File: config.mk
export PLATFORM = sky130hd
export DESIGN_NAME = sar_adc_conversion_control
export DESIGN_NICKNAME = d
export VERILOG_FILES = /design/src/rtl/sar_adc_conversion_control.v
export VERILOG_INCLUDE_DIRS = /design/src /design/src/common
export SDC_FILE = /design/constraint.sdc
export NUM_CORES = 1
export LEC_CHECK = 0
export BUFFER_PORTS_ARGS = -buffer_cell sky130_fd_sc_hd__clkbuf_2
export CAP_MARGIN = 25
export CORE_ASPECT_RATIO = 0.75
export CORE_MARGIN = 5
export CORE_UTILIZATION = 54
export DETAILED_ROUTE_END_ITERATION = 12
export PLACE_DENSITY = 0.82
export SYNTH_ARGS = -nofsm -noshare
export SYNTH_HDL_FRONTEND = slang
export SYNTH_SLANG_ARGS = --single-unit
File: constraint.sdc
create_clock -name pclk -period 2.75 [get_ports pclk]
set_input_delay 0.4125 -clock pclk [delete_from_list [all_inputs] [get_ports pclk]]
set_output_delay 0.4125 -clock pclk [all_outputs]
set_load 0.02 [all_outputs]
File: src/common/sar_adc_defines.vh
/*
 * Constants of the 12-bit successive-approximation conversion control block:
 * register indices, field positions, reset values and timing divides.
 * Assumes APB byte address = 4 * register index, data in the low byte lanes.
 */
`ifndef SAR_ADC_DEFINES_VH
`define SAR_ADC_DEFINES_VH

// ***********************************************
// Register indices (byte address is index * 4)
// ***********************************************
`define IDX_SCAN_CONTROL 14'h0097
`define IDX_RESULT_LOW 14'h0099
`define IDX_RESULT_HIGH 14'h009A
`define IDX_POWER_CONTROL 14'h2024
`define IDX_SAMPLE_TIME 14'h2053
`define IDX_CLOCK_CONTROL 14'h20A0
`define IDX_PIN_SELECT 14'h20A1
`define IDX_IRQ_STATUS 14'h20A2
`define IDX_IRQ_MASK 14'h20A3

// ***********************************************
// Fields
// ***********************************************
`define SCAN_START_BIT 0
`define SCAN_CHAN_LSB 1
`define SCAN_CHAN_MSB 5
`define SCAN_TRIG_BIT 6
`define PWR_DOWN_BIT 0
`define STAT_DONE_BIT 0
`define STAT_ABORT_BIT 1
`define CHAN_LAST_PIN 5'h18
`define CHAN_INT_REF 5'h19
`define NUM_PINS 25

// ***********************************************
// Reset values
// ***********************************************
`define RST_SCAN_CONTROL 7'h00
`define RST_POWERDOWN 1'h1
`define RST_SAMPLE_TIME 8'h00
`define RST_CLOCK_DIV 2'h0
`define RST_RESULT 12'h000
`define RST_PIN_SELECT 25'h0000000
`define RST_IRQ 2'h0

// ***********************************************
// Timing: divides of the 48 MHz source and sample unit
// ***********************************************
`define PLL_SOURCE_HZ 48000000
`define CONV_HZ_0 3000000
`define CONV_HZ_1 2000000
`define CONV_HZ_2 1500000
`define CONV_HZ_3 1000000
`define SAMPLE_UNIT 4
`define RESULT_BITS 12
`define SAR_MSB_MASK 12'h800

`endif

File: src/rtl/sar_adc_conversion_control.v
/*
 * Conversion control of a single-ended 12-bit SAR converter with an APB
 * register slave, pin select outputs and one interrupt output.
 * Assumes an analog SAR array outside that takes dac_code and channel, and
 * returns comparator_high synchronous to pclk; all inputs synchronous to pclk.
 */
// What this block does
// One start converts one selected channel, then stores result and raises interrupt.
// Successive approximation produces one 12-bit code per conversion.
// Converter clock divides the 48 MHz source to 3, 2, 1.5 or 1 MHz.
// Power bit 0 of power register stops converter when 1; resets to 1.
// Scan bit 6 chooses PWM timer trigger (1) or software start (0).
// Scan bits 5..1 pick channel 0..24, or 25 for internal reference.
// Start bit rising begins scan; completion clears start and sets flag.
// Software clears the completion flag; hardware never clears it itself.
// Writing start to 0 mid-scan aborts immediately and resets internal state.
// Software sets start, waits interrupt, clears start; no changes mid-scan.
// Result bits 7..0 in low register, 11..8 in high bits 3..0; reset 0.
// Sampling lasts (N+1)*4 converter clock periods, N the 8-bit setting.
// Completion event can wake the processor from wait mode.
// Per-pin select bits enable converter function independent of scan channel.
// Pin select bit n maps to channel n; 1 enables that pin.
// A selected pin is forced to input, overriding its GPIO direction.
// Both result registers update together at completion and hold otherwise.
// While powered down, software and hardware starts are ignored.
`timescale 1ns/1ps
`default_nettype none
`include "sar_adc_defines.vh"

module sar_adc_conversion_control (
    input wire pclk,
    input wire presetn,
    input wire psel,
    input wire penable,
    input wire pwrite,
    input wire [15:0] paddr,
    input wire [31:0] pwdata,
    output wire pready,
    output wire pslverr,
    output reg [31:0] prdata,
    input wire pwm_timer_trigger_out,
    input wire comparator_high,
    output reg conv_clk_out,
    output reg sample_hold,
    output reg [11:0] dac_code,
    output reg [4:0] channel_sel,
    output reg converter_busy,
    output wire converter_powerdown,
    input wire [24:0] gpio_oe_in,
    output wire [24:0] pin_analog_en,
    output wire [24:0] pad_oe,
    output wire wake_request,
    output wire irq
);

    // ***********************************************
    // States and divide constants
    // ***********************************************
    localparam [1:0] ST_IDLE = 2'd0;
    localparam [1:0] ST_SAMPLE = 2'd1;
    localparam [1:0] ST_CONVERT = 2'd2;
    localparam integer DIV_0_I = `PLL_SOURCE_HZ / `CONV_HZ_0;
    localparam integer DIV_1_I = `PLL_SOURCE_HZ / `CONV_HZ_1;
    localparam integer DIV_2_I = `PLL_SOURCE_HZ / `CONV_HZ_2;
    localparam integer DIV_3_I = `PLL_SOURCE_HZ / `CONV_HZ_3;
    localparam integer SAMPLE_UNIT_I = `SAMPLE_UNIT;
    localparam [5:0] DIV_0 = DIV_0_I[5:0];
    localparam [5:0] DIV_1 = DIV_1_I[5:0];
    localparam [5:0] DIV_2 = DIV_2_I[5:0];
    localparam [5:0] DIV_3 = DIV_3_I[5:0];
    localparam [10:0] SAMPLE_UNIT_W = SAMPLE_UNIT_I[10:0];

    // ***********************************************
    // Register state
    // ***********************************************
    reg start_q;
    reg [4:0] chan_q;
    reg trig_sel_q;
    reg powerdown_q;
    reg [7:0] sample_len_q;
    reg [1:0] clk_div_q;
    reg [11:0] result_q;
    reg [24:0] pin_sel_q;
    reg [1:0] irq_stat_q;
    reg [1:0] irq_mask_q;
    reg [1:0] state_q;
    reg [5:0] div_cnt_q;
    reg [10:0] sample_cnt_q;
    reg [11:0] bit_mask_q;
    reg [11:0] trial_q;

    wire [13:0] idx;
    wire aligned;
    wire setup_phase;
    wire wr_en;
    wire wr_scan;
    wire wr_power;
    wire wr_sample;
    wire wr_clkdiv;
    wire wr_pinsel;
    wire wr_status;
    wire wr_mask;
    wire hit;
    wire [5:0] div_sel;
    wire conv_tick;
    wire sw_start;
    wire hw_start;
    wire start_req;
    wire abort_req;
    wire done_evt;
    wire [11:0] decided;
    reg [31:0] rd_mux;

    // ***********************************************
    // APB decode
    // ***********************************************
    assign idx = paddr[15:2];
    assign aligned = (paddr[1:0] == 2'h0);
    assign setup_phase = psel & ~penable;
    assign hit = aligned & ((idx == `IDX_SCAN_CONTROL) | (idx == `IDX_RESULT_LOW) |
        (idx == `IDX_RESULT_HIGH) | (idx == `IDX_POWER_CONTROL) | (idx == `IDX_SAMPLE_TIME) |
        (idx == `IDX_CLOCK_CONTROL) | (idx == `IDX_PIN_SELECT) | (idx == `IDX_IRQ_STATUS) |
        (idx == `IDX_IRQ_MASK));
    // No wait states; read data is captured in the setup cycle
    assign pready = 1'b1;
    assign pslverr = psel & penable & ~hit;
    assign wr_en = psel & penable & pwrite & hit;

    // ***********************************************
    // Write strobes, one per writable register
    // ***********************************************
    assign wr_scan = wr_en & (idx == `IDX_SCAN_CONTROL);
    assign wr_power = wr_en & (idx == `IDX_POWER_CONTROL);
    assign wr_sample = wr_en & (idx == `IDX_SAMPLE_TIME);
    assign wr_clkdiv = wr_en & (idx == `IDX_CLOCK_CONTROL);
    assign wr_pinsel = wr_en & (idx == `IDX_PIN_SELECT);
    assign wr_status = wr_en & (idx == `IDX_IRQ_STATUS);
    assign wr_mask = wr_en & (idx == `IDX_IRQ_MASK);

    always @* begin
        rd_mux = 32'h00000000;
        if (aligned) begin
            case (idx)
                `IDX_SCAN_CONTROL: rd_mux[6:0] = {trig_sel_q, chan_q, start_q};
                `IDX_RESULT_LOW: rd_mux[7:0] = result_q[7:0];
                `IDX_RESULT_HIGH: rd_mux[3:0] = result_q[11:8];
                `IDX_POWER_CONTROL: rd_mux[`PWR_DOWN_BIT] = powerdown_q;
                `IDX_SAMPLE_TIME: rd_mux[7:0] = sample_len_q;
                `IDX_CLOCK_CONTROL: rd_mux[1:0] = clk_div_q;
                `IDX_PIN_SELECT: rd_mux[24:0] = pin_sel_q;
                `IDX_IRQ_STATUS: rd_mux[1:0] = irq_stat_q;
                `IDX_IRQ_MASK: rd_mux[1:0] = irq_mask_q;
                default: rd_mux = 32'h00000000;
            endcase
        end
    end

    always @(posedge pclk or negedge presetn) begin
        if (!presetn) begin
            prdata <= 32'h00000000;
        end else if (setup_phase & ~pwrite) begin
            prdata <= rd_mux;
        end
    end

    // ***********************************************
    // Converter clock divider
    // ***********************************************
    // Tick rate keeps the documented ratio to the 48 MHz source, counted in pclk
    assign div_sel = (clk_div_q == 2'h0) ? DIV_0 :
        (clk_div_q == 2'h1) ? DIV_1 :
        (clk_div_q == 2'h2) ? DIV_2 : DIV_3;
    assign conv_tick = (div_cnt_q == div_sel - 6'd1) & ~powerdown_q;

    always @(posedge pclk or negedge presetn) begin
        if (!presetn) begin
            div_cnt_q <= 6'd0;
            conv_clk_out <= 1'b0;
        end else if (powerdown_q | (state_q == ST_IDLE)) begin
            div_cnt_q <= 6'd0;
            conv_clk_out <= 1'b0;
        end else if (conv_tick) begin
            div_cnt_q <= 6'd0;
            conv_clk_out <= 1'b0;
        end else begin
            div_cnt_q <= div_cnt_q + 6'd1;
            conv_clk_out <= (div_cnt_q >= {1'b0, div_sel[5:1]}) ? 1'b1 : 1'b0;
        end
    end

    // ***********************************************
    // Start, abort and completion
    // ***********************************************
    assign sw_start = wr_scan & ~trig_sel_q & ~start_q &
        pwdata[`SCAN_START_BIT] & (state_q == ST_IDLE);
    assign hw_start = trig_sel_q & pwm_timer_trigger_out & (state_q == ST_IDLE);
    assign start_req = (sw_start | hw_start) & ~powerdown_q;
    // Powering down mid-scan also stops it, so no stale scan resumes later
    assign abort_req = (state_q != ST_IDLE) & ((wr_scan &
        ~pwdata[`SCAN_START_BIT]) | powerdown_q);
    assign decided = comparator_high ? trial_q : (trial_q & ~bit_mask_q);
    assign done_evt = (state_q == ST_CONVERT) & conv_tick & bit_mask_q[0] & ~abort_req;

    // ***********************************************
    // Registers written by software
    // ***********************************************
    always @(posedge pclk or negedge presetn) begin
        if (!presetn) begin
            {trig_sel_q, chan_q, start_q} <= `RST_SCAN_CONTROL;
            powerdown_q <= `RST_POWERDOWN;
            sample_len_q <= `RST_SAMPLE_TIME;
            clk_div_q <= `RST_CLOCK_DIV;
            pin_sel_q <= `RST_PIN_SELECT;
            irq_mask_q <= `RST_IRQ;
        end else begin
            if (wr_scan) begin
                trig_sel_q <= pwdata[`SCAN_TRIG_BIT];
                chan_q <= pwdata[`SCAN_CHAN_MSB:`SCAN_CHAN_LSB];
                start_q <= pwdata[`SCAN_START_BIT] & ~powerdown_q;
            end
            if (hw_start & ~powerdown_q) begin
                start_q <= 1'b1;
            end
            if (done_evt) begin
                start_q <= 1'b0;
            end
            // Any abort drops start, so the next scan needs a clean 0 to 1
            if (abort_req) begin
                start_q <= 1'b0;
            end
            if (wr_power) begin
                powerdown_q <= pwdata[`PWR_DOWN_BIT];
            end
            if (wr_sample) begin
                sample_len_q <= pwdata[7:0];
            end
            if (wr_clkdiv) begin
                clk_div_q <= pwdata[1:0];
            end
            if (wr_pinsel) begin
                pin_sel_q <= pwdata[24:0];
            end
            if (wr_mask) begin
                irq_mask_q <= pwdata[1:0];
            end
        end
    end

    // ***********************************************
    // Interrupt status, sticky, write one to clear
    // ***********************************************
    always @(posedge pclk or negedge presetn) begin
        if (!presetn) begin
            irq_stat_q <= `RST_IRQ;
        end else begin
            // Set wins over a clear in the same cycle; only software clears
            irq_stat_q[`STAT_DONE_BIT] <= done_evt | (irq_stat_q[`STAT_DONE_BIT] &
                ~(wr_status & pwdata[`STAT_DONE_BIT]));
            irq_stat_q[`STAT_ABORT_BIT] <= abort_req | (irq_stat_q[`STAT_ABORT_BIT] &
                ~(wr_status & pwdata[`STAT_ABORT_BIT]));
        end
    end

    assign irq = |(irq_stat_q & irq_mask_q);
    // Wake is unmasked so wait mode can end even with the line masked
    assign wake_request = irq_stat_q[`STAT_DONE_BIT];

    // ***********************************************
    // Sample and successive approximation sequencer
    // ***********************************************
    always @(posedge pclk or negedge presetn) begin
        if (!presetn) begin
            state_q <= ST_IDLE;
            sample_cnt_q <= 11'h000;
            bit_mask_q <= 12'h000;
            trial_q <= 12'h000;
            result_q <= `RST_RESULT;
            sample_hold <= 1'b0;
            dac_code <= 12'h000;
            channel_sel <= 5'h00;
            converter_busy <= 1'b0;
        end else if (abort_req) begin
            state_q <= ST_IDLE;
            sample_cnt_q <= 11'h000;
            bit_mask_q <= 12'h000;
            trial_q <= 12'h000;
            sample_hold <= 1'b0;
            dac_code <= 12'h000;
            converter_busy <= 1'b0;
        end else begin
            case (state_q)
                ST_IDLE: begin
                    if (start_req) begin
                        state_q <= ST_SAMPLE;
                        channel_sel <= sw_start ? pwdata[`SCAN_CHAN_MSB:`SCAN_CHAN_LSB] : chan_q;
                        // Eleven bits, as 256 * 4 ticks overflow ten
                        sample_cnt_q <= ({3'h0, sample_len_q} + 11'h001) * SAMPLE_UNIT_W;
                        sample_hold <= 1'b1;
                        converter_busy <= 1'b1;
                    end
                end
                ST_SAMPLE: begin
                    if (conv_tick) begin
                        if (sample_cnt_q == 11'h001) begin
                            state_q <= ST_CONVERT;
                            sample_hold <= 1'b0;
                            bit_mask_q <= `SAR_MSB_MASK;
                            trial_q <= `SAR_MSB_MASK;
                            dac_code <= `SAR_MSB_MASK;
                        end
                        sample_cnt_q <= sample_cnt_q - 11'h001;
                    end
                end
                ST_CONVERT: begin
                    if (conv_tick) begin
                        if (bit_mask_q[0]) begin
                            result_q <= decided;
                            state_q <= ST_IDLE;
                            converter_busy <= 1'b0;
                            dac_code <= 12'h000;
                        end else begin
                            trial_q <= decided | (bit_mask_q >> 1);
                            dac_code <= decided | (bit_mask_q >> 1);
                        end
                        bit_mask_q <= bit_mask_q >> 1;
                    end
                end
                default: begin
                    state_q <= ST_IDLE;
                end
            endcase
        end
    end

    // ***********************************************
    // Pin control
    // ***********************************************
    assign converter_powerdown = powerdown_q;
    assign pin_analog_en = pin_sel_q;
    // A selected pin never drives, whatever its GPIO direction says
    assign pad_oe = gpio_oe_in & ~pin_sel_q;

endmodule
`default_nettype wire

==> impl_metrics.toml <==
[detailed_routing]
wl_mm = 21.11
drc = 0
vias = 6515
drtIter0Drc = 565
ant_nets = 0
wl_per_cell_um = 19.40
drtPass1Iterations = 5
vias_per_cell = 5.988

[worst_setup_path]
regToRegSetupSlack_ps = 110
r2r_start = "clk_div_q[1]"
required_ps = 3060
crit_arrival_ps = 2950
ff2ff_path_depth = 8
start_kind = "register"
timing.rr.end = "dac_code[3]"
critPathKind = "reg -> reg"
end_kind = "register"
crit_path_max_fanout = 27

[clocking]
cts_buffer_depth = 2
clk_pin_slew_ps = 70
cts_root_buf = "clkbuf_16"
cts_tree = "built"
cts_resized = 0
cts_hold_buf = 0
worstSkewPairLatency_ps = 420
cts.sink_count = 147
cts_made_buffers = 17
cts_max_level = 4
postCtsSetupRepairBufs = 0

[sta]
drv_slew = 0
hold_viol_final = 14
layout_setup_ws_ps = 112.6
worst_pin_slew_ps = 909.1
tns_ps = 0
layout_min_cycle_time_ps = 2637
hold_ws_ps = -23.96
fmax_mhz = 379.2
max_slew_margin = 0.3939
rsz0062_at_grt = "no"
finalSetupViolCount = 0
clock_skew_ps = 10.93
final.period_utilization = 0.9591

[synthesis]
yosys.area_share.simple = 0.1622
netlist_instances = 707
synth-compound-area-share = 0.1497
synth_top_area_share = 0.4741
synth_cell_types = 79
synth-xor-area-share = 0.01478
synth_area_per_cell_um2 = 10.90
ys_ff_latch = 147
synth_top_family_by_area = "simple AND/OR/NAND/NOR gates"
synth-edff-count = 0
async_flop_share = 1.000
synth_fa_ha_area_frac = 0.01786
synthMuxAreaShare = 0.1310
yosysSeqAreaShare = 0.4775
synthFlopType = "dfrtp_1"
yosysTopAreaCell = "dfrtp_1"
netlist_area_um2 = 7706
synth.area.top_cells = "dfrtp_1 47%, mux2_2 9.2%, a22o_1 2.8%, nor2b_1 2.4%, o21ai_0 2.1%"
yosysWarnings = 0

[place]
dp_slack_ps = 176.5
post_dp_cell_area_um2 = 8909
gp_congestion = 0.9236
port_buffers = 171
post-dp-hpwl_mm = 15.54

[grt]
grt.total_usage = 0.2530
use_met3 = 0.05997
first_global_vias = 6344
grt_max_degree = 68
overflow = 0
use_met2 = 0.3849
gr-usage-met1 = 0.3675
busiest_layer = "met2"
antenna_found_initial = 0
grt_pass1_wl_mm = 34.04

[status]
violations = "hold timing"
status = "complete, but fails checks"

[finish]
nets = 990
final_core_util = 0.6865
stdcell_area_um2 = 9503
drive_above_1_share = 0.3662
area.growth.synth_to_final_pct = 23.32
nFillCells = 998

[min_path]
worstHoldPathType = "in -> async"

[floorplanning]
die_w_um = 147.9
fp.dieH_um = 113.5
die_area_um2 = 16780
start_util = 0.5567
core_um2 = 13840
ios = 187
rows = 37

[power]
worst_ir_drop_vdd_mv = 0.4774
power_density_nw_per_um2 = 495.7
power.leakage_nw = 4.643

[job]
drv_cap = 0
-- power by group --
part | switching, mW | internal, mW | leakage (nW)
registers | 0.000100 | 2.16 | 2.02
clock network | 1.02 | 1.29 | 0.285
logic | 0.153 | 0.0844 | 2.34
total | 1.18 | 3.53 | 4.64
-- cells in the mapped netlist (7+ instances only) --
cell / count
nor2_1: 34
dfrtp_1: 146
buf_4: 12
clkbuf_1: 20
a21boi_0: 11
inv_1: 31
and3_1: 14
nand3_1: 19
a22o_1: 25
mux2_2: 63
a2111oi_0: 7
a21oi_1: 17
nand4_1: 7
ha_1: 11
xnor2_1: 9
mux2i_1: 15
mux2_4: 7
nor3_1: 25
o2bb2ai_1: 10
o21ai_0: 32
nor2b_1: 30
nand2_1: 38
-- logic make-up (layout without fill, tap and decap cells) --
logic type,Yosys count,count (layout)
AOI/OAI and AO/OA,155,155
xor gates and xnor gates,13,13
adders and majority gates,11,11
buffers and inverters,74,273
DFF,147,147
muxes,87,87
other,2,9
and+or+nand+nor,218,218
-- through the flow --
step,std cells,total power [mW]
5_1_grt,1087,4.868
6_report,1088,4.711
4_1_cts,1087,4.737
3_3_place_gp,1055,2.438
3_5_place_dp,1055,2.441
2_1_floorplan,713,2.299
-- flip-flops by register name, indices dropped and copies added (netlist names) --
signal / cells
sample_len_q: 8
start_q: 1
sample_cnt_q: 11
sample_hold: 1
irq_stat_q: 2
channel_sel: 5
chan_q: 5
dac_code: 12
result_q: 12
conv_clk_out: 1
bit_mask_q: 12
div_cnt_q: 6
trig_sel_q: 1
irq_mask_q: 2
converter_powerdown: 1
converter_busy: 1
prdata: 25
pin_analog_en: 25
trial_q: 12
clk_div_q: 2
state_q: 2
-- cell usage in the layout (no fill, tap or decap), drive strengths merged, types with 5 or more instances in the layout --
| master | synthesis | layout |
|---|---|---|
| nor3b | 6 | 6 |
| dfrtp | 146 | 146 |
| a211oi | 6 | 6 |
| a21oi | 17 | 17 |
| nor4 | 5 | 5 |
| conb | 2 | 8 |
| clkbuf | 21 | 187 |
| nand2 | 38 | 38 |
| inv | 31 | 39 |
| a22o | 25 | 25 |
| mux2i | 15 | 15 |
| nand3 | 19 | 19 |
| o21ai | 32 | 32 |
| nor2b | 30 | 30 |
| buf | 22 | 40 |
| nor3 | 29 | 29 |
| mux2 | 70 | 70 |
| and3 | 14 | 14 |
| xnor2 | 9 | 9 |
| o2bb2ai | 10 | 10 |
| ha | 11 | 11 |
| o31ai | 6 | 6 |
| nand4 | 8 | 8 |
| a21boi | 11 | 11 |
| a2111oi | 9 | 9 |
| nor2 | 35 | 35 |
-- how the worst max path moves through the flow --
stage                          end         start  depth (start not counted)  slack (ps)
finish                 dac_code[3]  clk_div_q[1]                          8         110
global route           dac_code[3]  clk_div_q[1]                          8          70
CTS                    dac_code[1]  clk_div_q[1]                          8         160
detailed placement     dac_code[2]  clk_div_q[1]                          8         180
global placement    bit_mask_q[10]  clk_div_q[1]                          8         230
floorplan             dac_code[10]  clk_div_q[0]                          9         300
-- critical path, stage by stage (launching register included) --
cell and delay [ps]:
dfrtp_1 430, inv_1 100, ha_1 210, xnor2_1 180, or4_1 530, a21oi_1 270, o211a_1 230, buf_12 210
mux2_2 350
-- final cells by class --
class                      instances  area [um^2]  share of cell area
clock buffer                      17        425.4             0.04477
antenna                            1        2.502           0.0002633
multi-input combinational        492         3701              0.3895
inverter                          31        116.4             0.01224
sequential                       147         3680              0.3872
timing repair buffer             210         1192              0.1255
tap                              175        219.0             0.02304
clock inverter                    15        166.4             0.01751
-- metal layers --
layer	share of wire	vias to the layer above
met1	0.43	3205
met2	0.47	293
li1	-	2982
met4	0.016	0
met5	0	-
met3	0.083	35
No activity file was read; power rests on OpenSTA's default activity.
